`config.mk`:
```
export PLATFORM = sky130hd
export DESIGN_NAME = eifps_flags
export DESIGN_NICKNAME = d
export VERILOG_FILES = /design/src/include/eifps_pkg.sv /design/src/verilog/eifps_flags.sv
export VERILOG_INCLUDE_DIRS = /design/src /design/src/include
export SDC_FILE = /design/constraint.sdc
export NUM_CORES = 1
export LEC_CHECK = 0
export ABC_AREA = 1
export BUFFER_PORTS_ARGS = -buffer_cell sky130_fd_sc_hd__buf_2
export CAP_MARGIN = 10
export CORE_MARGIN = 1
export CORE_UTILIZATION = 45
export CTS_CLUSTER_SIZE = 40
export DETAILED_ROUTE_END_ITERATION = 10
export PLACE_DENSITY = 0.67
export SYNTH_ARGS = -nofsm -noshare
export SYNTH_HDL_FRONTEND = slang
export SYNTH_SLANG_ARGS = --single-unit
```
`constraint.sdc`:
```
create_clock -name aclk -period 2.3 [get_ports aclk]
set_input_delay 0.115 -clock aclk [delete_from_list [all_inputs] [get_ports aclk]]
set_output_delay 0.115 -clock aclk [all_outputs]
set_load 0.05 [all_outputs]
```
`src/include/eifps_defs.svh`:
```
// register offsets, field positions, reset values and codes of the pin-switch flag block
`ifndef EIFPS_DEFS_SVH
`define EIFPS_DEFS_SVH
`define EIFPS_OFF_PFA     8'h00
`define EIFPS_OFF_PFB     8'h04
`define EIFPS_OFF_WPF     8'h08
`define EIFPS_OFF_EXTSEL  8'h0c
`define EIFPS_OFF_EVSEL   8'h10
`define EIFPS_OFF_EXTREQ  8'h14
`define EIFPS_OFF_WKREQ   8'h18
`define EIFPS_OFF_STATUS  8'h1c
`define EIFPS_OFF_CLEAR   8'h20
`define EIFPS_OFF_ENABLE  8'h24
`define EIFPS_B_INT4      4
`define EIFPS_B_INT3      3
`define EIFPS_B_EVENT     2
`define EIFPS_B_INT1      1
`define EIFPS_B_INT0      0
`define EIFPS_B_EV_LO     0
`define EIFPS_B_EV_HI     1
`define EIFPS_B_EV_SRC    2
`define EIFPS_EXT_MASK    5'h1b
`define EIFPS_RST_BYTE    8'h00
`define EIFPS_RST_HALF    16'h0000
`define EIFPS_RESP_OKAY   2'h0
`define EIFPS_RESP_SLVERR 2'h2
`endif

```
`src/include/eifps_pkg.sv`:
```
// types shared by the pin-switch flag block
package eifps_pkg;
   typedef logic [7:0]  eifps_byte_t;
   typedef logic [15:0] eifps_half_t;
   typedef enum logic [1:0] {
      EIFPS_EV_FALL,
      EIFPS_EV_RISE,
      EIFPS_EV_BOTH,
      EIFPS_EV_BOTH2
   } eifps_edge_t;
endpackage

```
`src/verilog/eifps_flags.sv`:
```
// external interrupt request flags with pin-function switch side effects
//
// The register offsets and register access over AXI4-Lite were chosen for this implementation.
`include "eifps_defs.svh"
`timescale 1ns/1ps
`default_nettype none
// Operation
// - word accesses force address bit zero low
// - every stack access is word sized
// - condition codes pushed as full word
// - restore takes even byte, odd dropped
// - pin 4 switch sets flag per edge
// - pins 3,1,0 switch sets flags likewise
// - wakeup switch while pin low sets flag
// - event source change sets flag on edge
// - clear right after switch write ignored
// - zero written in byte clears set flag
// - external input 1 flag is bit one
// - edge select 0 falling, 1 rising, reset 0
module eifps_flags (
   // clock and reset
   input  wire logic                 aclk,
   input  wire logic                 aresetn,
   // axi4-lite write channels
   input  wire logic [7:0]           s_axi_awaddr,
   input  wire logic                 s_axi_awvalid,
   output logic                      s_axi_awready,
   input  wire logic [31:0]          s_axi_wdata,
   input  wire logic [3:0]           s_axi_wstrb,
   input  wire logic                 s_axi_wvalid,
   output logic                      s_axi_wready,
   output logic [1:0]                s_axi_bresp,
   output logic                      s_axi_bvalid,
   input  wire logic                 s_axi_bready,
   // axi4-lite read channels
   input  wire logic [7:0]           s_axi_araddr,
   input  wire logic                 s_axi_arvalid,
   output logic                      s_axi_arready,
   output logic [31:0]               s_axi_rdata,
   output logic [1:0]                s_axi_rresp,
   output logic                      s_axi_rvalid,
   input  wire logic                 s_axi_rready,
   // interrupt pins and internal event source
   input  wire logic                 ext_int_pin_4,
   input  wire logic                 ext_int_pin_3,
   input  wire logic                 ext_int_pin_1,
   input  wire logic                 ext_int_pin_0,
   input  wire logic [7:0]           wakeup_pins,
   input  wire logic                 event_counter_int_pin,
   input  wire logic                 event_counter_pwm_out,
   // condition code stacking
   input  wire logic                 stk_push,
   input  wire logic                 stk_pop,
   input  wire eifps_pkg::eifps_half_t stack_pointer,
   input  wire eifps_pkg::eifps_byte_t condition_code_reg,
   input  wire eifps_pkg::eifps_half_t stk_rdata,
   output eifps_pkg::eifps_half_t    stk_addr,
   output eifps_pkg::eifps_half_t    stk_wdata,
   output logic                      stk_we,
   output logic                      stk_re,
   output eifps_pkg::eifps_byte_t    ccr_restore,
   output logic                      ccr_load,
   // interrupt output
   output logic                      irq
);
   import eifps_pkg::*;

   // bus state
   logic        aw_have_reg, aw_have_next, w_have_reg, w_have_next;
   logic [7:0]  waddr_reg, waddr_next;
   logic [7:0]  wdat_reg, wdat_next;
   logic [15:0] wdat16_reg, wdat16_next;
   logic        wlane_reg, wlane_next;
   logic        awready_reg, awready_next, wready_reg, wready_next;
   logic        bvalid_reg, bvalid_next, arready_reg, arready_next;
   logic        rvalid_reg, rvalid_next;
   logic [1:0]  bresp_reg, bresp_next, rresp_reg, rresp_next;
   logic [31:0] rdata_reg, rdata_next;
   logic        wr_fire, wr_hit;
   // control and flag state
   eifps_byte_t pfa_reg, pfa_next, pfb_reg, pfb_next, wpf_reg, wpf_next;
   eifps_byte_t esel_reg, esel_next, evsel_reg, evsel_next;
   eifps_byte_t ext_flags_reg, ext_flags_next, wk_flags_reg, wk_flags_next;
   eifps_half_t en_reg, en_next;
   logic        guard_reg, guard_next, prime_reg, irq_reg, irq_next;
   logic [4:0]  ext_eff, ext_prev_reg, ext_set;
   logic [7:0]  wk_eff, wk_prev_reg, wk_set;
   logic        ev_src, ev_prev_reg, ev_set;
   eifps_edge_t ev_mode;
   logic [12:0] sync_a_reg, sync_b_reg;
   eifps_byte_t ext_keep, wk_keep;
   // stack state
   eifps_half_t stk_addr_reg, stk_addr_next, stk_wdata_reg, stk_wdata_next;
   logic        stk_we_reg, stk_we_next, stk_re_reg, stk_re_next;
   logic        pop_pend_reg, pop_pend_next, ccr_load_reg, ccr_load_next;
   eifps_byte_t ccr_reg, ccr_next;

   // pins cross into the clock domain through two flops
   always_ff @(posedge aclk) begin
      sync_a_reg <= {event_counter_int_pin, wakeup_pins, ext_int_pin_4,
                     ext_int_pin_3, ext_int_pin_1, ext_int_pin_0};
      sync_b_reg <= sync_a_reg;
   end

   // axi write and read channel control
   always_comb begin
      aw_have_next = aw_have_reg;
      w_have_next  = w_have_reg;
      waddr_next   = waddr_reg;
      wdat_next    = wdat_reg;
      wdat16_next  = wdat16_reg;
      wlane_next   = wlane_reg;
      bvalid_next  = bvalid_reg;
      bresp_next   = bresp_reg;
      rvalid_next  = rvalid_reg;
      rresp_next   = rresp_reg;
      rdata_next   = rdata_reg;
      if (s_axi_awvalid && awready_reg) begin
         aw_have_next = 1'b1;
         waddr_next   = s_axi_awaddr;
      end
      if (s_axi_wvalid && wready_reg) begin
         w_have_next = 1'b1;
         wdat_next   = s_axi_wdata[7:0];
         wdat16_next = s_axi_wdata[15:0];
         wlane_next  = s_axi_wstrb[0];
      end
      wr_fire = aw_have_reg && w_have_reg && !bvalid_reg;
      wr_hit  = waddr_reg[1:0] == 2'h0 && waddr_reg <= `EIFPS_OFF_ENABLE
                && waddr_reg != `EIFPS_OFF_STATUS;
      if (wr_fire) begin
         aw_have_next = 1'b0;
         w_have_next  = 1'b0;
         bvalid_next  = 1'b1;
         bresp_next   = wr_hit ? `EIFPS_RESP_OKAY : `EIFPS_RESP_SLVERR;
      end else if (bvalid_reg && s_axi_bready) begin
         bvalid_next = 1'b0;
      end
      if (rvalid_reg && s_axi_rready) begin
         rvalid_next = 1'b0;
      end else if (s_axi_arvalid && arready_reg) begin
         rvalid_next = 1'b1;
         rresp_next  = `EIFPS_RESP_OKAY;
         case (s_axi_araddr)
            `EIFPS_OFF_PFA:    rdata_next = {24'h0, pfa_reg};
            `EIFPS_OFF_PFB:    rdata_next = {24'h0, pfb_reg};
            `EIFPS_OFF_WPF:    rdata_next = {24'h0, wpf_reg};
            `EIFPS_OFF_EXTSEL: rdata_next = {24'h0, esel_reg};
            `EIFPS_OFF_EVSEL:  rdata_next = {24'h0, evsel_reg};
            `EIFPS_OFF_EXTREQ: rdata_next = {24'h0, ext_flags_reg};
            `EIFPS_OFF_WKREQ:  rdata_next = {24'h0, wk_flags_reg};
            `EIFPS_OFF_STATUS: rdata_next = {16'h0, wk_flags_reg,
                                             ext_flags_reg};
            `EIFPS_OFF_CLEAR:  rdata_next = 32'h0;
            `EIFPS_OFF_ENABLE: rdata_next = {16'h0, en_reg};
            default: begin
               rdata_next = 32'h0;
               rresp_next = `EIFPS_RESP_SLVERR;
            end
         endcase
      end
      awready_next = !aw_have_next && !bvalid_next;
      wready_next  = !w_have_next && !bvalid_next;
      arready_next = !rvalid_next;
   end

   // edge detection on the function-gated pin levels
   always_comb begin
      // a pin in port function reads as high to the detector
      ext_eff = ~{pfa_reg[4], pfb_reg[3], 1'b0, pfb_reg[1], pfb_reg[0]}
                | {sync_b_reg[3:2], 1'b1, sync_b_reg[1:0]};
      wk_eff  = ~wpf_reg | sync_b_reg[11:4];
      for (int i = 0; i < 5; i++) begin
         ext_set[i] = esel_reg[i] ? (!ext_prev_reg[i] && ext_eff[i])
                                  : (ext_prev_reg[i] && !ext_eff[i]);
      end
      ext_set = ext_set & `EIFPS_EXT_MASK & {5{prime_reg}};
      wk_set  = wk_prev_reg & ~wk_eff & {8{prime_reg}};
      ev_src  = evsel_reg[`EIFPS_B_EV_SRC] ? sync_b_reg[12]
                                           : event_counter_pwm_out;
      ev_mode = eifps_edge_t'({evsel_reg[`EIFPS_B_EV_HI],
                               evsel_reg[`EIFPS_B_EV_LO]});
      case (ev_mode)
         EIFPS_EV_FALL: ev_set = ev_prev_reg && !ev_src;
         EIFPS_EV_RISE: ev_set = !ev_prev_reg && ev_src;
         default:       ev_set = ev_prev_reg != ev_src;
      endcase
      ev_set = ev_set && prime_reg;
   end

   // register writes, flag clearing and the post-switch guard
   always_comb begin
      pfa_next   = pfa_reg;
      pfb_next   = pfb_reg;
      wpf_next   = wpf_reg;
      esel_next  = esel_reg;
      evsel_next = evsel_reg;
      en_next    = en_reg;
      guard_next = guard_reg;
      ext_keep   = 8'hff;
      wk_keep    = 8'hff;
      if (wr_fire && wlane_reg) begin
         guard_next = 1'b0;
         case (waddr_reg)
            `EIFPS_OFF_PFA:    pfa_next   = wdat_reg;
            `EIFPS_OFF_PFB:    pfb_next   = wdat_reg;
            `EIFPS_OFF_WPF:    wpf_next   = wdat_reg;
            `EIFPS_OFF_EXTSEL: esel_next  = wdat_reg;
            `EIFPS_OFF_EVSEL:  evsel_next = wdat_reg;
            `EIFPS_OFF_ENABLE: en_next    = wdat16_reg;
            `EIFPS_OFF_EXTREQ: ext_keep   = guard_reg ? 8'hff : wdat_reg;
            `EIFPS_OFF_WKREQ:  wk_keep    = guard_reg ? 8'hff : wdat_reg;
            `EIFPS_OFF_CLEAR: begin
               ext_keep = guard_reg ? 8'hff : ~wdat16_reg[7:0];
               wk_keep  = guard_reg ? 8'hff : ~wdat16_reg[15:8];
            end
            default: ext_keep = 8'hff;
         endcase
         // a switch write arms the guard for the very next write
         if (waddr_reg == `EIFPS_OFF_PFA || waddr_reg == `EIFPS_OFF_PFB ||
             waddr_reg == `EIFPS_OFF_WPF || waddr_reg == `EIFPS_OFF_EVSEL)
            guard_next = 1'b1;
      end
      // a set in the clearing cycle wins; bit 1 is input 1
      ext_flags_next = (ext_flags_reg & ext_keep)
                       | {3'h0, ext_set[4:3], ev_set, ext_set[1:0]};
      wk_flags_next  = (wk_flags_reg & wk_keep) | wk_set;
      irq_next = |({wk_flags_next, ext_flags_next} & en_next);
   end

   // condition code stacking, always word wide and even aligned
   always_comb begin
      stk_addr_next  = stk_addr_reg;
      stk_wdata_next = stk_wdata_reg;
      stk_we_next    = 1'b0;
      stk_re_next    = 1'b0;
      pop_pend_next  = stk_re_reg;
      ccr_next       = ccr_reg;
      ccr_load_next  = 1'b0;
      if (stk_push || stk_pop) begin
         stk_addr_next = {stack_pointer[15:1], 1'b0};
         stk_we_next   = stk_push;
         stk_re_next   = !stk_push && stk_pop;
      end
      if (stk_push)
         stk_wdata_next = {condition_code_reg, condition_code_reg};
      if (pop_pend_reg) begin
         ccr_next      = stk_rdata[15:8];
         ccr_load_next = 1'b1;
      end
   end

   // state registers
   always_ff @(posedge aclk) begin
      if (!aresetn) begin
         aw_have_reg   <= 1'b0;
         w_have_reg    <= 1'b0;
         waddr_reg     <= `EIFPS_RST_BYTE;
         wdat_reg      <= `EIFPS_RST_BYTE;
         wdat16_reg    <= `EIFPS_RST_HALF;
         wlane_reg     <= 1'b0;
         awready_reg   <= 1'b0;
         wready_reg    <= 1'b0;
         arready_reg   <= 1'b0;
         bvalid_reg    <= 1'b0;
         rvalid_reg    <= 1'b0;
         bresp_reg     <= `EIFPS_RESP_OKAY;
         rresp_reg     <= `EIFPS_RESP_OKAY;
         rdata_reg     <= 32'h0;
         pfa_reg       <= `EIFPS_RST_BYTE;
         pfb_reg       <= `EIFPS_RST_BYTE;
         wpf_reg       <= `EIFPS_RST_BYTE;
         esel_reg      <= `EIFPS_RST_BYTE;
         evsel_reg     <= `EIFPS_RST_BYTE;
         en_reg        <= `EIFPS_RST_HALF;
         ext_flags_reg <= `EIFPS_RST_BYTE;
         wk_flags_reg  <= `EIFPS_RST_BYTE;
         guard_reg     <= 1'b0;
         prime_reg     <= 1'b0;
         irq_reg       <= 1'b0;
         ext_prev_reg  <= 5'h1f;
         wk_prev_reg   <= 8'hff;
         ev_prev_reg   <= 1'b1;
         stk_addr_reg  <= `EIFPS_RST_HALF;
         stk_wdata_reg <= `EIFPS_RST_HALF;
         stk_we_reg    <= 1'b0;
         stk_re_reg    <= 1'b0;
         pop_pend_reg  <= 1'b0;
         ccr_reg       <= `EIFPS_RST_BYTE;
         ccr_load_reg  <= 1'b0;
      end else begin
         aw_have_reg   <= aw_have_next;
         w_have_reg    <= w_have_next;
         waddr_reg     <= waddr_next;
         wdat_reg      <= wdat_next;
         wdat16_reg    <= wdat16_next;
         wlane_reg     <= wlane_next;
         awready_reg   <= awready_next;
         wready_reg    <= wready_next;
         arready_reg   <= arready_next;
         bvalid_reg    <= bvalid_next;
         rvalid_reg    <= rvalid_next;
         bresp_reg     <= bresp_next;
         rresp_reg     <= rresp_next;
         rdata_reg     <= rdata_next;
         pfa_reg       <= pfa_next;
         pfb_reg       <= pfb_next;
         wpf_reg       <= wpf_next;
         esel_reg      <= esel_next;
         evsel_reg     <= evsel_next;
         en_reg        <= en_next;
         ext_flags_reg <= ext_flags_next;
         wk_flags_reg  <= wk_flags_next;
         guard_reg     <= guard_next;
         prime_reg     <= 1'b1;
         irq_reg       <= irq_next;
         ext_prev_reg  <= ext_eff;
         wk_prev_reg   <= wk_eff;
         ev_prev_reg   <= ev_src;
         stk_addr_reg  <= stk_addr_next;
         stk_wdata_reg <= stk_wdata_next;
         stk_we_reg    <= stk_we_next;
         stk_re_reg    <= stk_re_next;
         pop_pend_reg  <= pop_pend_next;
         ccr_reg       <= ccr_next;
         ccr_load_reg  <= ccr_load_next;
      end
   end

   // outputs straight from flops
   assign s_axi_awready = awready_reg;
   assign s_axi_wready  = wready_reg;
   assign s_axi_bvalid  = bvalid_reg;
   assign s_axi_bresp   = bresp_reg;
   assign s_axi_arready = arready_reg;
   assign s_axi_rvalid  = rvalid_reg;
   assign s_axi_rresp   = rresp_reg;
   assign s_axi_rdata   = rdata_reg;
   assign stk_addr      = stk_addr_reg;
   assign stk_wdata     = stk_wdata_reg;
   assign stk_we        = stk_we_reg;
   assign stk_re        = stk_re_reg;
   assign ccr_restore   = ccr_reg;
   assign ccr_load      = ccr_load_reg;
   assign irq           = irq_reg;
endmodule
`default_nettype wire
```
==> key figures, run 1 <==
Outcome
  • Outcome: completed

Critical path
  • Crit. End Element: register
  • Reg2Reg Depth: 14
  • Crit-path max FO: 25
  • Worst stage delay on the critical path: 0.36 ns
  • Reg2Reg Setup Slack: 0.18 ns
  • WP data arrival: 2.43 ns
  • Critical Path Stages: 14
  • Slowest stage cell on the critical path: dfxtp_1
  • Crit Path Class: register to register
  • RR Endpoint: irq
  • Worst Path Buf+Inv: 2
  • Worst EP required: 2.61 ns
  • Worst setup SP type: register
  • Crit Reg-Reg Startpoint: waddr_reg[3]
  • Crit-path cells: inv_2 -> nand2_2 -> nor2_4 -> nand2_2 -> inv_2 -> nand2_4 -> nand2_1 -> nand2_1 -> nand3_1 -> nand3_1 -> nor2_1 -> nand2_1 -> nor2_1 -> nor2_1
  • Delay-heaviest family, CP: simple AND/OR/NAND/NOR gates

Detailed routing
  • First-pass DRT Iterations: 6
  • Avg WL per Cell: 15.12 µm
  • DR iter-0 viols: 547
  • DRC viols: 0
  • Routed wire length: 23170 µm
  • DR vias: 7758
  • Via/cell ratio: 5.064
  • ANT nets after route: 0

Clock network
  • Clock transition at path regs: 0.08 ns
  • Clock Latency Late Sink: 0.44 ns
  • Clock Root Buffer: clkbuf_16
  • Sink Count: 199
  • CTS tree: yes
  • Htree depth: 4
  • Clock buffer count from CTS: 17
  • Deepest clock path buffer count: 2

Logic synthesis
  • Number of synthesized register bits: 199
  • Sequential area share after synthesis: 0.4920
  • Mapped Avg Cell Area: 7.525 µm²
  • EDFF count, synth: 0
  • Synth area leaders: dfxtp_1 49%, nand2_1 9.8%, nor2_1 7.6%
  • Mapped Cells: 1076
  • FFs w/ async S/R, synth: 0
  • Synth top area share: 0.4920
  • Cell taking the most area after synthesis: dfxtp_1
  • Synth warn: 0
  • Post-synth cell types: 39
  • Post-Syn Area: 0.008097 mm²
  • Post-synth top flop: dfxtp_1

Pwr
  • Final Power: 7.495 mW
  • Sw Ratio: 0.2801
  • Net switching power: 2.100 mW
  • Clock network power share: 0.396
  • Comb power frac: 0.121
  • Internal power: 5.396 mW
  • Peak VDD IR: 0.7717 mV
  • Proportion of power drawn by flip-flops and latches: 0.483
  • PwrDens: 726.2 mW/mm²
  • LEAKAGE: 4.673 nW

Floorplanning
  • Core ar.: 0.01742 mm²
  • Die footprint: 0.01853 mm²
  • Chip Width: 136.1 µm
  • Chip Height: 136.1 µm
  • Initial Utilization: 0.4649
  • Standard-cell row count: 48
  • Ports: 200

Layout
  • # diodes: 0
  • Share of cells above drive strength 1: 0.1859
  • Nets@finish: 1412
  • Syn-to-layout area delta: 27.48%

STA
  • Final Setup Violations: 0
  • TNS Setup: 0 ns
  • Pins Over Slew Limit: 0
  • Tcrit/Tclk final: 0.9226
  • Worst Max-Slew Pin Slew: 0.6265 ns
  • Fin crit period: 2.122 ns
  • RSZ-0062 raised after global routing: false
  • Final Hold Vio Count: 0
  • Skew final: 0.01034 ns
  • Relative slew slack: 0.5810
  • Fmax: 471.2 MHz

Min path
  • Worst hold path class: primary input to register
  • Min-Delay Startpoint: event_counter_pwm_out
  • Worst Hold Path Cells: 5
  • Hold EP: ev_prev_reg

Placed design
  • Final Wtd Congestion: 0.8714
  • Port Buffer Count: 152
  • HPWL after DPL: 15660 µm

Global route
  • Pin count of the biggest net entering global routing: 77
  • Vias in the first global route: 7397
  • Remaining global-route overflow: 0
  • Total track usage: 0.2601
  • Initial antenna violation count: 0
  • First-pass GRT wire length: 37130 µm

Job
  • Maximum Capacitance Violations: 0
layout make-up:
type | count | area, µm²
clock buffer | 19 | 442.9
clock inverter | 12 | 138.9
fill | 1588 | 7096
inverter | 98 | 367.9
multi-input combinational | 731 | 3436
sequential | 199 | 3985
tap | 225 | 281.5
timing repair buffer | 248 | 1669
worst reg2reg max path: stages (launching register included):
cell and delay (ns):
dfxtp_1 0.36, inv_2 0.10, nand2_2 0.07, nor2_4 0.23, nand2_2 0.14, inv_2 0.09
nand2_4 0.18, nand2_1 0.18, nand2_1 0.06, nand3_1 0.08, nand3_1 0.09, nor2_1 0.19
nand2_1 0.08, nor2_1 0.11, nor2_1 0.04
per-stage QoR:
stage	setup slack, ns	hold slack [ns]	std cells	util	area [µm²]
final	0.1779	0.004527	1532	0.5926	10320
after global routing	0.004749	0.04908	1532	0.5926	10320
after CTS	0.1587	0.0005617	1527	0.5904	10280
after detailed placement	0.2133	0.2189	1426	0.5167	9000
after global placement	0.2352	0.2179	1426	0.5167	9000
after floorplan	0.2991	0.1427	1094	-	8164
worst max path at each step:
stage / from / end
after global routing: waddr_reg[0] / irq
final: waddr_reg[3] / irq
after CTS: waddr_reg[5] / irq
after global placement: waddr_reg[5] / irq
after floorplan: s_axi_bvalid / irq
after detailed placement: waddr_reg[5] / irq
cells in the final DEF, fill, tap and decap left out, drive strengths merged, types with 6 or more instances in the layout:
cell type,instances
dfxtp,199
o22ai,8
nor3,6
clkinv,7
dlygate4sd3,70
a211oi,28
nand2,221
a21oi,82
o21ai,112
conb,19
clkbuf,19
o21a,9
buf,178
nor2,172
nand3,54
inv,100
synthesized netlist by cell type, drive strengths merged, types with 3 or more instances:
| master | n |
|---|---|
| o21ai | 112 |
| nor4 | 4 |
| o31ai | 4 |
| o22ai | 8 |
| clkbuf | 29 |
| nor3 | 6 |
| nand2 | 221 |
| nor2 | 172 |
| nand4 | 4 |
| a21oi | 82 |
| a211oi | 28 |
| buf | 37 |
| o21a | 9 |
| nand3 | 54 |
| inv | 95 |
| dfxtp | 199 |
| clkinv | 3 |
metal layers:
layer	GRT usage	wire, µm
met1	0.3313	10320
met4	0.08333	514
met3	0.05854	1654
met2	0.4337	10680
met5	0	0
cells by family (layout without fill, tap and decap cells):
| group | count (synthesis) | after routing | synth area share |
|---|---|---|---|
| other | 1 | 19 | 0.0004632 |
| multiplexers | 1 | 1 | 0.001391 |
| AND/OR/NAND/NOR | 462 | 462 | 0.2420 |
| buffers and inverters | 164 | 377 | 0.09195 |
| flip-flops | 199 | 199 | 0.4920 |
| AO/OA/AOI/OAI | 247 | 247 | 0.1691 |
| adder cells (fa/ha/maj) | 2 | 2 | 0.003090 |
power by group through the flow:
stage / Clock, mW / Sequential [mW] / Combinational, mW
after floorplan: 0 / 3.83 / 0.445
after global placement: 0 / 3.69 / 0.789
after detailed placement: 0 / 3.70 / 0.793
after CTS: 3.00 / 3.62 / 0.887
after global routing: 3.15 / 3.63 / 0.975
final: 2.97 / 3.62 / 0.906
timing repair:
item | CTS | global route
setup endpoints to repair | 0 | 1
endpoints found under the hold margin | 69 | 0
buffers inserted | 0 | 5
hold buffers | 70 | 0
gates resized for setup | 0 | 2
No activity file was read; power rests on OpenSTA's default activity.
==> run 2: changes to the inputs <==
--- a/config.mk
+++ b/config.mk
@@ -14,6 +14,7 @@
 export CTS_CLUSTER_SIZE = 40
 export DETAILED_ROUTE_END_ITERATION = 10
 export PLACE_DENSITY = 0.67
+export RECOVER_POWER = 100
 export SYNTH_ARGS = -nofsm -noshare
 export SYNTH_HDL_FRONTEND = slang
 export SYNTH_SLANG_ARGS = --single-unit
==> constraint.sdc (replaced) <==
create_clock -name aclk -period 2 [get_ports aclk]
set_input_delay 0.1 -clock aclk [delete_from_list [all_inputs] [get_ports aclk]]
set_output_delay 0.1 -clock aclk [all_outputs]
set_load 0.05 [all_outputs]
==> run 2 against run 1 <==
The flow now finishes with violations (negative hold slack, max-capacitance violations, max-slew violations). Combinational power is 17% higher. Power is 16% higher. Via count is 2.8% higher. Clock-buffer cell count is 1 lower. Sequential power is 15% higher. Die area stayed put. Critical path type unchanged.
==> key figures, run 2 (same netlist as run 1, synthesis figures left out) <==
Detailed routing
  • Avg WL per Cell: 15.57 µm (+2.9%)
  • Routed wire length: 24210 µm (+4.5%)
  • DRC viols: 0 (unchanged)
  • DR iter-0 viols: 643 (+18%)
  • ANT nets after route: 0 (unchanged)
  • First-pass DRT Iterations: 5 (-1)
  • Via/cell ratio: 5.130 (+1.3%)
  • DR vias: 7977 (+2.8%)

Clock network
  • Htree depth: 4 (unchanged)
  • Deepest clock path buffer count: 2 (unchanged)
  • Clock Latency Late Sink: 0.44 ns (about the same)
  • CTS tree: yes
  • Clock transition at path regs: 0.08 ns (about the same)
  • Clock Root Buffer: clkbuf_16
  • Sink Count: 199 (unchanged)
  • Clock buffer count from CTS: 17 (unchanged)

STA
  • Relative slew slack: -0.08619 (-0.6672)
  • Skew final: 0.01135 ns (+0.001007 ns)
  • Final Setup Violations: 0 (unchanged)
  • TNS Setup: 0 ns (unchanged)
  • Final worst slack: 0.1501 ns (-0.02782 ns)
  • Tcrit/Tclk final: 0.9249 (+0.002303)
  • Pins Over Slew Limit: 93 (+93)
  • Fin crit period: 1.850 ns (-0.2722 ns)
  • Hold WS: -0.007739 ns (-0.01227 ns)
  • Final Hold Vio Count: 1 (+1)
  • Worst Max-Slew Pin Slew: 1.629 ns (+1.003 ns)
  • Fmax: 540.6 MHz (+15%)

Layout
  • Share of cells above drive strength 1: 0.1699 (-0.01600)
  • Nets@finish: 1434 (+1.6%)
  • Finished Cell Area: 0.01061 mm² (+2.8%)
  • Sequential cell area: 0.003993 mm² (+0.19%)
  • Syn-to-layout area delta: 31.08%
  • # diodes: 0 (unchanged)
  • Commonest non-fill, non-tap cell in the layout: nand2_1
  • Layout fillers: 1585 (-0.19%)
  • Most frequent cells in the layout: 203 x nand2_1, 192 x dfxtp_1, 162 x nor2_1, 93 x o21ai_0, 85 x inv_1
  • Multi-input logic area: 0.003598 mm² (+4.7%)

Global route
  • Total track usage: 0.2618 (+0.001659)
  • Vias in the first global route: 7304 (-1.3%)
  • Initial antenna violation count: 0 (unchanged)
  • Remaining global-route overflow: 0 (unchanged)
  • Pin count of the biggest net entering global routing: 93 (+21%)
  • First-pass GRT wire length: 36960 µm (-0.44%)

Critical path
  • Crit-path max FO: 5 (-80%)
  • Crit Path Class: register to register
  • WP data arrival: 2.17 ns (-0.26 ns)
  • Worst setup SP type: register
  • Crit. End Element: register
  • Worst EP required: 2.32 ns (-0.29 ns)
  • Reg2Reg Depth: 14 (unchanged)

Min path
  • Worst Hold Path Cells: 3 (-2)
  • Worst hold path class: primary input to register

Placed design
  • Final Wtd Congestion: 0.8737 (+0.26%)
  • HPWL after DPL: 15840 µm (+1.1%)
  • Port Buffer Count: 152 (unchanged)
  • DP Area: 0.009129 mm² (+1.4%)
  • Setup slack at placement: 0.04464 ns (-0.1687 ns)

Pwr
  • Clock network power share: 0.397 (about the same)
  • Internal power: 6.197 mW (+15%)
  • Peak VDD IR: 0.6042 mV (-22%)
  • LEAKAGE: 4.562 nW (-2.4%)
  • Sw Ratio: 0.2861 (+0.005960)
  • Final Power: 8.680 mW (+16%)
  • PwrDens: 817.9 mW/mm² (+13%)
  • Comb power frac: 0.122 (about the same)
  • Proportion of power drawn by flip-flops and latches: 0.480 (-0.003)
  • Net switching power: 2.483 mW (+18%)

Floorplanning
  • Die footprint: 0.01853 mm² (unchanged)
  • Chip Width: 136.1 µm (unchanged)
  • Ports: 200 (unchanged)
  • Core ar.: 0.01742 mm² (unchanged)
  • Standard-cell row count: 48 (unchanged)
  • Initial Utilization: 0.4649 (unchanged)
  • Chip Height: 136.1 µm (unchanged)

Job
  • Maximum Capacitance Violations: 1 (+1)

Outcome
  • Outcome: complete, but fails checks
  • Violated checks: negative hold slack, max-capacitance violations, max-slew violations
## run 2: cell count changes in the layout (fill, tap and decap cells not counted), sizes merged
cell         delta
buf            -51
clkinv          +1
nand2           +3
dlygate4sd3     +1
clkbuf         +68
clkinvlp        +1
## run 2: layer usage
layer / vias up / GRT usage / wire length, µm
li1: 3962 / - / -
met1: 3595 / 0.3382 / 10480
met2: 359 / 0.4146 / 10820
met3: 61 / 0.05817 / 2017
met4: 0 / 0.1204 / 881
met5: - / 0 / 0
## run 2: area by class of cell
| type | count | area share |
|---|---|---|
| inverter | 98 | 0.03549 |
| clock buffer | 18 | 0.04044 |
| tap | 225 | 0.02653 |
| timing repair buffer | 267 | 0.1669 |
| multi-input combinational | 734 | 0.3391 |
| sequential | 199 | 0.3762 |
| clock inverter | 14 | 0.01533 |
## run 2: critical path, cell delays in order, from the launching register on
cell and delay [ns]:
dfxtp_1 0.32, inv_1 0.11, nand2_4 0.08, nor2_4 0.17
nand2_2 0.13, nand2_2 0.11, nand2_2 0.13, o21ai_1 0.18
nand2_1 0.08, nand2_1 0.06, nand2_1 0.07, nor2_1 0.10
nand2_1 0.06, nor2_1 0.10, nor2_1 0.04
## run 2: path summary, 6_finish.rpt
check	from	end	slack [ns]
worst min-delay path	s_axi_wdata[7]	wdat16_reg[7]	-0.008
worst max register to register	waddr_reg[7]	irq	0.15
worst min register to register	sync_a_reg[7]	sync_b_reg[7]	0.33
worst max-delay path	waddr_reg[7]	irq	0.15
## run 2: through the flow
stage / hold slack, ns / utilization / cells
after floorplan: 0.1277 / - / 1094
after global placement: 0.2031 / 0.5241 / 1438
after detailed placement: 0.2036 / 0.5241 / 1438
after CTS: 0.004998 / 0.5989 / 1541
after global routing: 0.02181 / 0.6093 / 1555
final: -0.007739 / 0.6093 / 1555
## run 2: timing repair
item / CTS / global route
endpoints found under the hold margin: 71 / 0
setup buffers: 0 / 11
gates resized for setup: 0 / 52
setup endpoints to repair: 0 / 1
hold buffers: 71 / 0
## run 2: power groups by stage
| stage | Sequential, mW | Combinational [mW] | Clock [mW] |
|---|---|---|---|
| after floorplan | 4.41 | 0.511 | 0 |
| after CTS | 4.16 | 1.04 | 3.50 |
| after detailed placement | 4.25 | 0.936 | 0 |
| final | 4.17 | 1.06 | 3.45 |
| after global routing | 4.18 | 1.14 | 3.68 |
| after global placement | 4.25 | 0.931 | 0 |
==> run 3: changes to the inputs <==
--- a/config.mk
+++ b/config.mk
@@ -6,7 +6,7 @@
 export SDC_FILE = /design/constraint.sdc
 export NUM_CORES = 1
 export LEC_CHECK = 0
-export ABC_AREA = 1
+export ABC_AREA = 0
 export BUFFER_PORTS_ARGS = -buffer_cell sky130_fd_sc_hd__buf_2
 export CAP_MARGIN = 10
 export CORE_MARGIN = 1
==> run 3 against run 2 <==
The flow finishes with violations (max-capacitance violations, max-slew violations, negative setup slack). First-iteration DRC count is 27% lower. Die area decreased by 2.3%. Sequential power about the same. Synthesized cell count is 17% lower.
==> key figures, run 3 <==
Outcome
  • Outcome: complete, but fails checks
  • Violated checks: max-capacitance violations, max-slew violations, negative setup slack

Global route
  • Total track usage: 0.2661 (+0.004340)
  • Pin count of the biggest net entering global routing: 56 (-40%)
  • First-pass GRT wire length: 37210 µm (+0.67%)
  • Remaining global-route overflow: 0 (unchanged)
  • Initial antenna violation count: 0 (unchanged)
  • Vias in the first global route: 7178 (-1.7%)

Critical path
  • Crit-path cells: or4b_4 -> or4_4 -> buf_12 -> mux2i_4 -> a31oi_1 -> nor4_2 -> a41oi_2
  • Worst stage delay on the critical path: 0.63 ns (+0.31 ns)
  • Worst Path Buf+Inv: 1 (unchanged)
  • Worst setup SP type: register
  • Critical Path Stages: 7 (-7)
  • Crit. End Element: register
  • WP data arrival: 2.86 ns (+0.69 ns)
  • Crit Path Class: register to register
  • Worst EP required: 2.31 ns (about the same)
  • Crit-path max FO: 7 (+2)
  • RR Endpoint: irq
  • Crit Reg-Reg Startpoint: waddr_reg[1]
  • Slowest stage cell on the critical path: or4_4
  • Reg2Reg Setup Slack: -0.56 ns (-0.71 ns)
  • Worst setup path start: waddr_reg[1]
  • Delay-heaviest family, CP: simple AND/OR/NAND/NOR gates
  • Reg2Reg Depth: 7 (-7)

STA
  • Fin crit period: 2.555 ns (+0.7055 ns)
  • Worst Max-Slew Pin Slew: 1.585 ns (-0.04399 ns)
  • Skew final: 0.009318 ns (-0.002032 ns)
  • Fmax: 391.3 MHz (-28%)
  • Final Setup Violations: 11 (+11)
  • Final worst slack: -0.5553 ns (-0.7055 ns)
  • Pins Over Slew Limit: 28 (-70%)
  • Final Hold Vio Count: 0 (-1)
  • RSZ-0062 raised after global routing: true
  • TNS Setup: -0.9389 ns (-0.9389 ns)
  • Relative slew slack: -0.05686 (+0.02933)
  • Tcrit/Tclk final: 1.278 (+0.3527)

Logic synthesis
  • Synth area leaders: dfxtp_1 50%, nand2_1 7.3%, mux2i_1 7.0%
  • FFs w/ async S/R, synth: 0 (unchanged)
  • Number of synthesized register bits: 199 (unchanged)
  • Count leader, synth: dfxtp_1
  • Mapped Avg Cell Area: 8.876 µm² (+18%)
  • Most frequent cells after synthesis: 199 x dfxtp_1, 153 x nand2_1, 87 x nor2_1
  • EDFF count, synth: 0 (unchanged)
  • Post-Syn Area: 0.007909 mm² (-2.3%)
  • Synth warn: 0 (unchanged)
  • Sequential area share after synthesis: 0.5037 (+0.01168)
  • Mapped Cells: 891 (-17%)
  • Post-synth top flop: dfxtp_1
  • Synth top area share: 0.5037 (+0.01168)
  • Cell taking the most area after synthesis: dfxtp_1
  • Post-synth cell types: 61 (+56%)

Placed design
  • Port Buffer Count: 152 (unchanged)
  • Setup slack at placement: -0.5207 ns (-0.5654 ns)
  • HPWL after DPL: 15940 µm (+0.63%)
  • Final Wtd Congestion: 0.9080 (+3.9%)

Min path
  • Worst Hold Path Cells: 4 (+1)
  • Worst hold path class: primary input to register
  • Min-Delay Startpoint: event_counter_pwm_out
  • Hold EP: ev_prev_reg

Detailed routing
  • Via/cell ratio: 5.371 (+4.7%)
  • ANT nets after route: 0 (unchanged)
  • First-pass DRT Iterations: 7 (+2)
  • DR vias: 7519 (-5.7%)
  • Avg WL per Cell: 16.84 µm (+8.2%)
  • DRC viols: 0 (unchanged)
  • DR iter-0 viols: 467 (-27%)
  • Routed wire length: 23570 µm (-2.6%)

Floorplanning
  • Ports: 200 (unchanged)
  • Standard-cell row count: 48 (unchanged)
  • Chip Width: 134.6 µm (-1.1%)
  • Die footprint: 0.01811 mm² (-2.3%)
  • Chip Height: 134.6 µm (-1.1%)
  • Core ar.: 0.01724 mm² (-1.0%)
  • Initial Utilization: 0.4588 (-0.006029)

Clock network
  • Deepest clock path buffer count: 2 (unchanged)
  • CTS tree: yes
  • Clock buffer count from CTS: 17 (unchanged)
  • Clock transition at path regs: 0.08 ns (about the same)
  • Clock Latency Late Sink: 0.44 ns (about the same)
  • Htree depth: 4 (unchanged)
  • Clock Root Buffer: clkbuf_16
  • Sink Count: 199 (unchanged)

Job
  • Maximum Capacitance Violations: 1 (unchanged)

Layout
  • Most frequent cells in the layout: 197 x dfxtp_1, 151 x nand2_1, 87 x nor2_1, 85 x buf_2, 76 x buf_4
  • Syn-to-layout area delta: 34.85%
  • Share of cells above drive strength 1: 0.2068 (+0.03688)
  • Commonest non-fill, non-tap cell in the layout: dfxtp_1
  • # diodes: 0 (unchanged)
  • Nets@finish: 1280 (-11%)

Pwr
  • Sw Ratio: 0.2683 (-0.01780)
  • PwrDens: 792.1 mW/mm² (-3.2%)
  • Internal power: 6.181 mW (-0.25%)
  • Clock network power share: 0.394 (-0.003)
  • Proportion of power drawn by flip-flops and latches: 0.494 (+0.014)
  • LEAKAGE: 4.202 nW (-7.9%)
  • Net switching power: 2.266 mW (-8.7%)
  • Comb power frac: 0.112 (-0.010)
  • Peak VDD IR: 0.6279 mV (+3.9%)
[run 3: worst max path at each step]
stage	end	slack, ns
floorplan	irq	-0.34
global placement	irq	-0.47
detailed placement	irq	-0.52
CTS	irq	-0.52
global route	irq	-0.64
finish	irq	-0.56
[run 3: cell families (layout without fill, tap and decap cells)]
group | after synthesis | after routing | share of synthesized area
multiplexers | 56 | 56 | 0.07103
AND/OR/NAND/NOR | 367 | 367 | 0.2182
AO/OA/AOI/OAI | 180 | 180 | 0.1487
buffers and inverters | 86 | 352 | 0.05474
other | 1 | 19 | 0.0004742
flip-flops | 199 | 199 | 0.5037
adder cells (fa/ha/maj) | 2 | 2 | 0.003164
[run 3: what timing repair did]
item                       in CTS  in global routing
pin swaps                       1                  7
hold endpoints to repair       72                  0
hold buffers                   72                  0
setup buffers                   0                  2
setup endpoints to repair       8                 33
gates resized for setup         3                 25
[run 3: stage by stage]
| step | power, mW | utilization | instance area (µm²) | hold WS, ns | std cells |
|---|---|---|---|---|---|
| after CTS | 8.493 | 0.6191 | 10670 | 0.02376 | 1398 |
| after detailed placement | 5.096 | 0.5442 | 9380 | 0.2041 | 1295 |
| after global routing | 8.752 | 0.6188 | 10670 | 0.04958 | 1400 |
| final | 8.448 | 0.6188 | 10670 | 0.04196 | 1400 |
| after global placement | 5.087 | 0.5442 | 9380 | 0.2043 | 1295 |
| after floorplan | 4.807 | - | 8014 | 0.1277 | 909 |
[run 3: power by group through the flow]
| stage | sequential [mW] | clock [mW] | combinational [mW] |
|---|---|---|---|
| 6_report | 4.17 | 3.33 | 0.948 |
| 5_1_grt | 4.18 | 3.56 | 1.02 |
| 4_1_cts | 4.16 | 3.38 | 0.954 |
| 3_5_place_dp | 4.25 | 0 | 0.845 |
| 3_3_place_gp | 4.25 | 0 | 0.837 |
| 2_1_floorplan | 4.37 | 0 | 0.441 |
[run 3: worst register-to-register path: cells and delay by family (launching register included)]
family                 cells  cell delay [ns]
muxes                      1             0.18
DFF                        1             0.33
buffers and inverters      1             0.19
and+or+nand+nor            3             1.49
AOI/OAI and AO/OA          2             0.23
[run 3: cell type report]
cell class              instances  area [µm²]
flip-flops and latches        199        3986
clock buffers                  19       442.9
fillers                      1487        6571
repair buffers                314        2101
inverters                       7       27.53
well taps                     225       281.5
clock inverters                12       118.9
multi-input cells             624        3707
[run 3: metal layers]
layer,share of wire,vias up,GRT usage
met5,0,-,0
met4,0.032,0,0.09863
met3,0.075,51,0.06682
met2,0.46,357,0.4303
met1,0.44,3474,0.3430
li1,-,3637,-
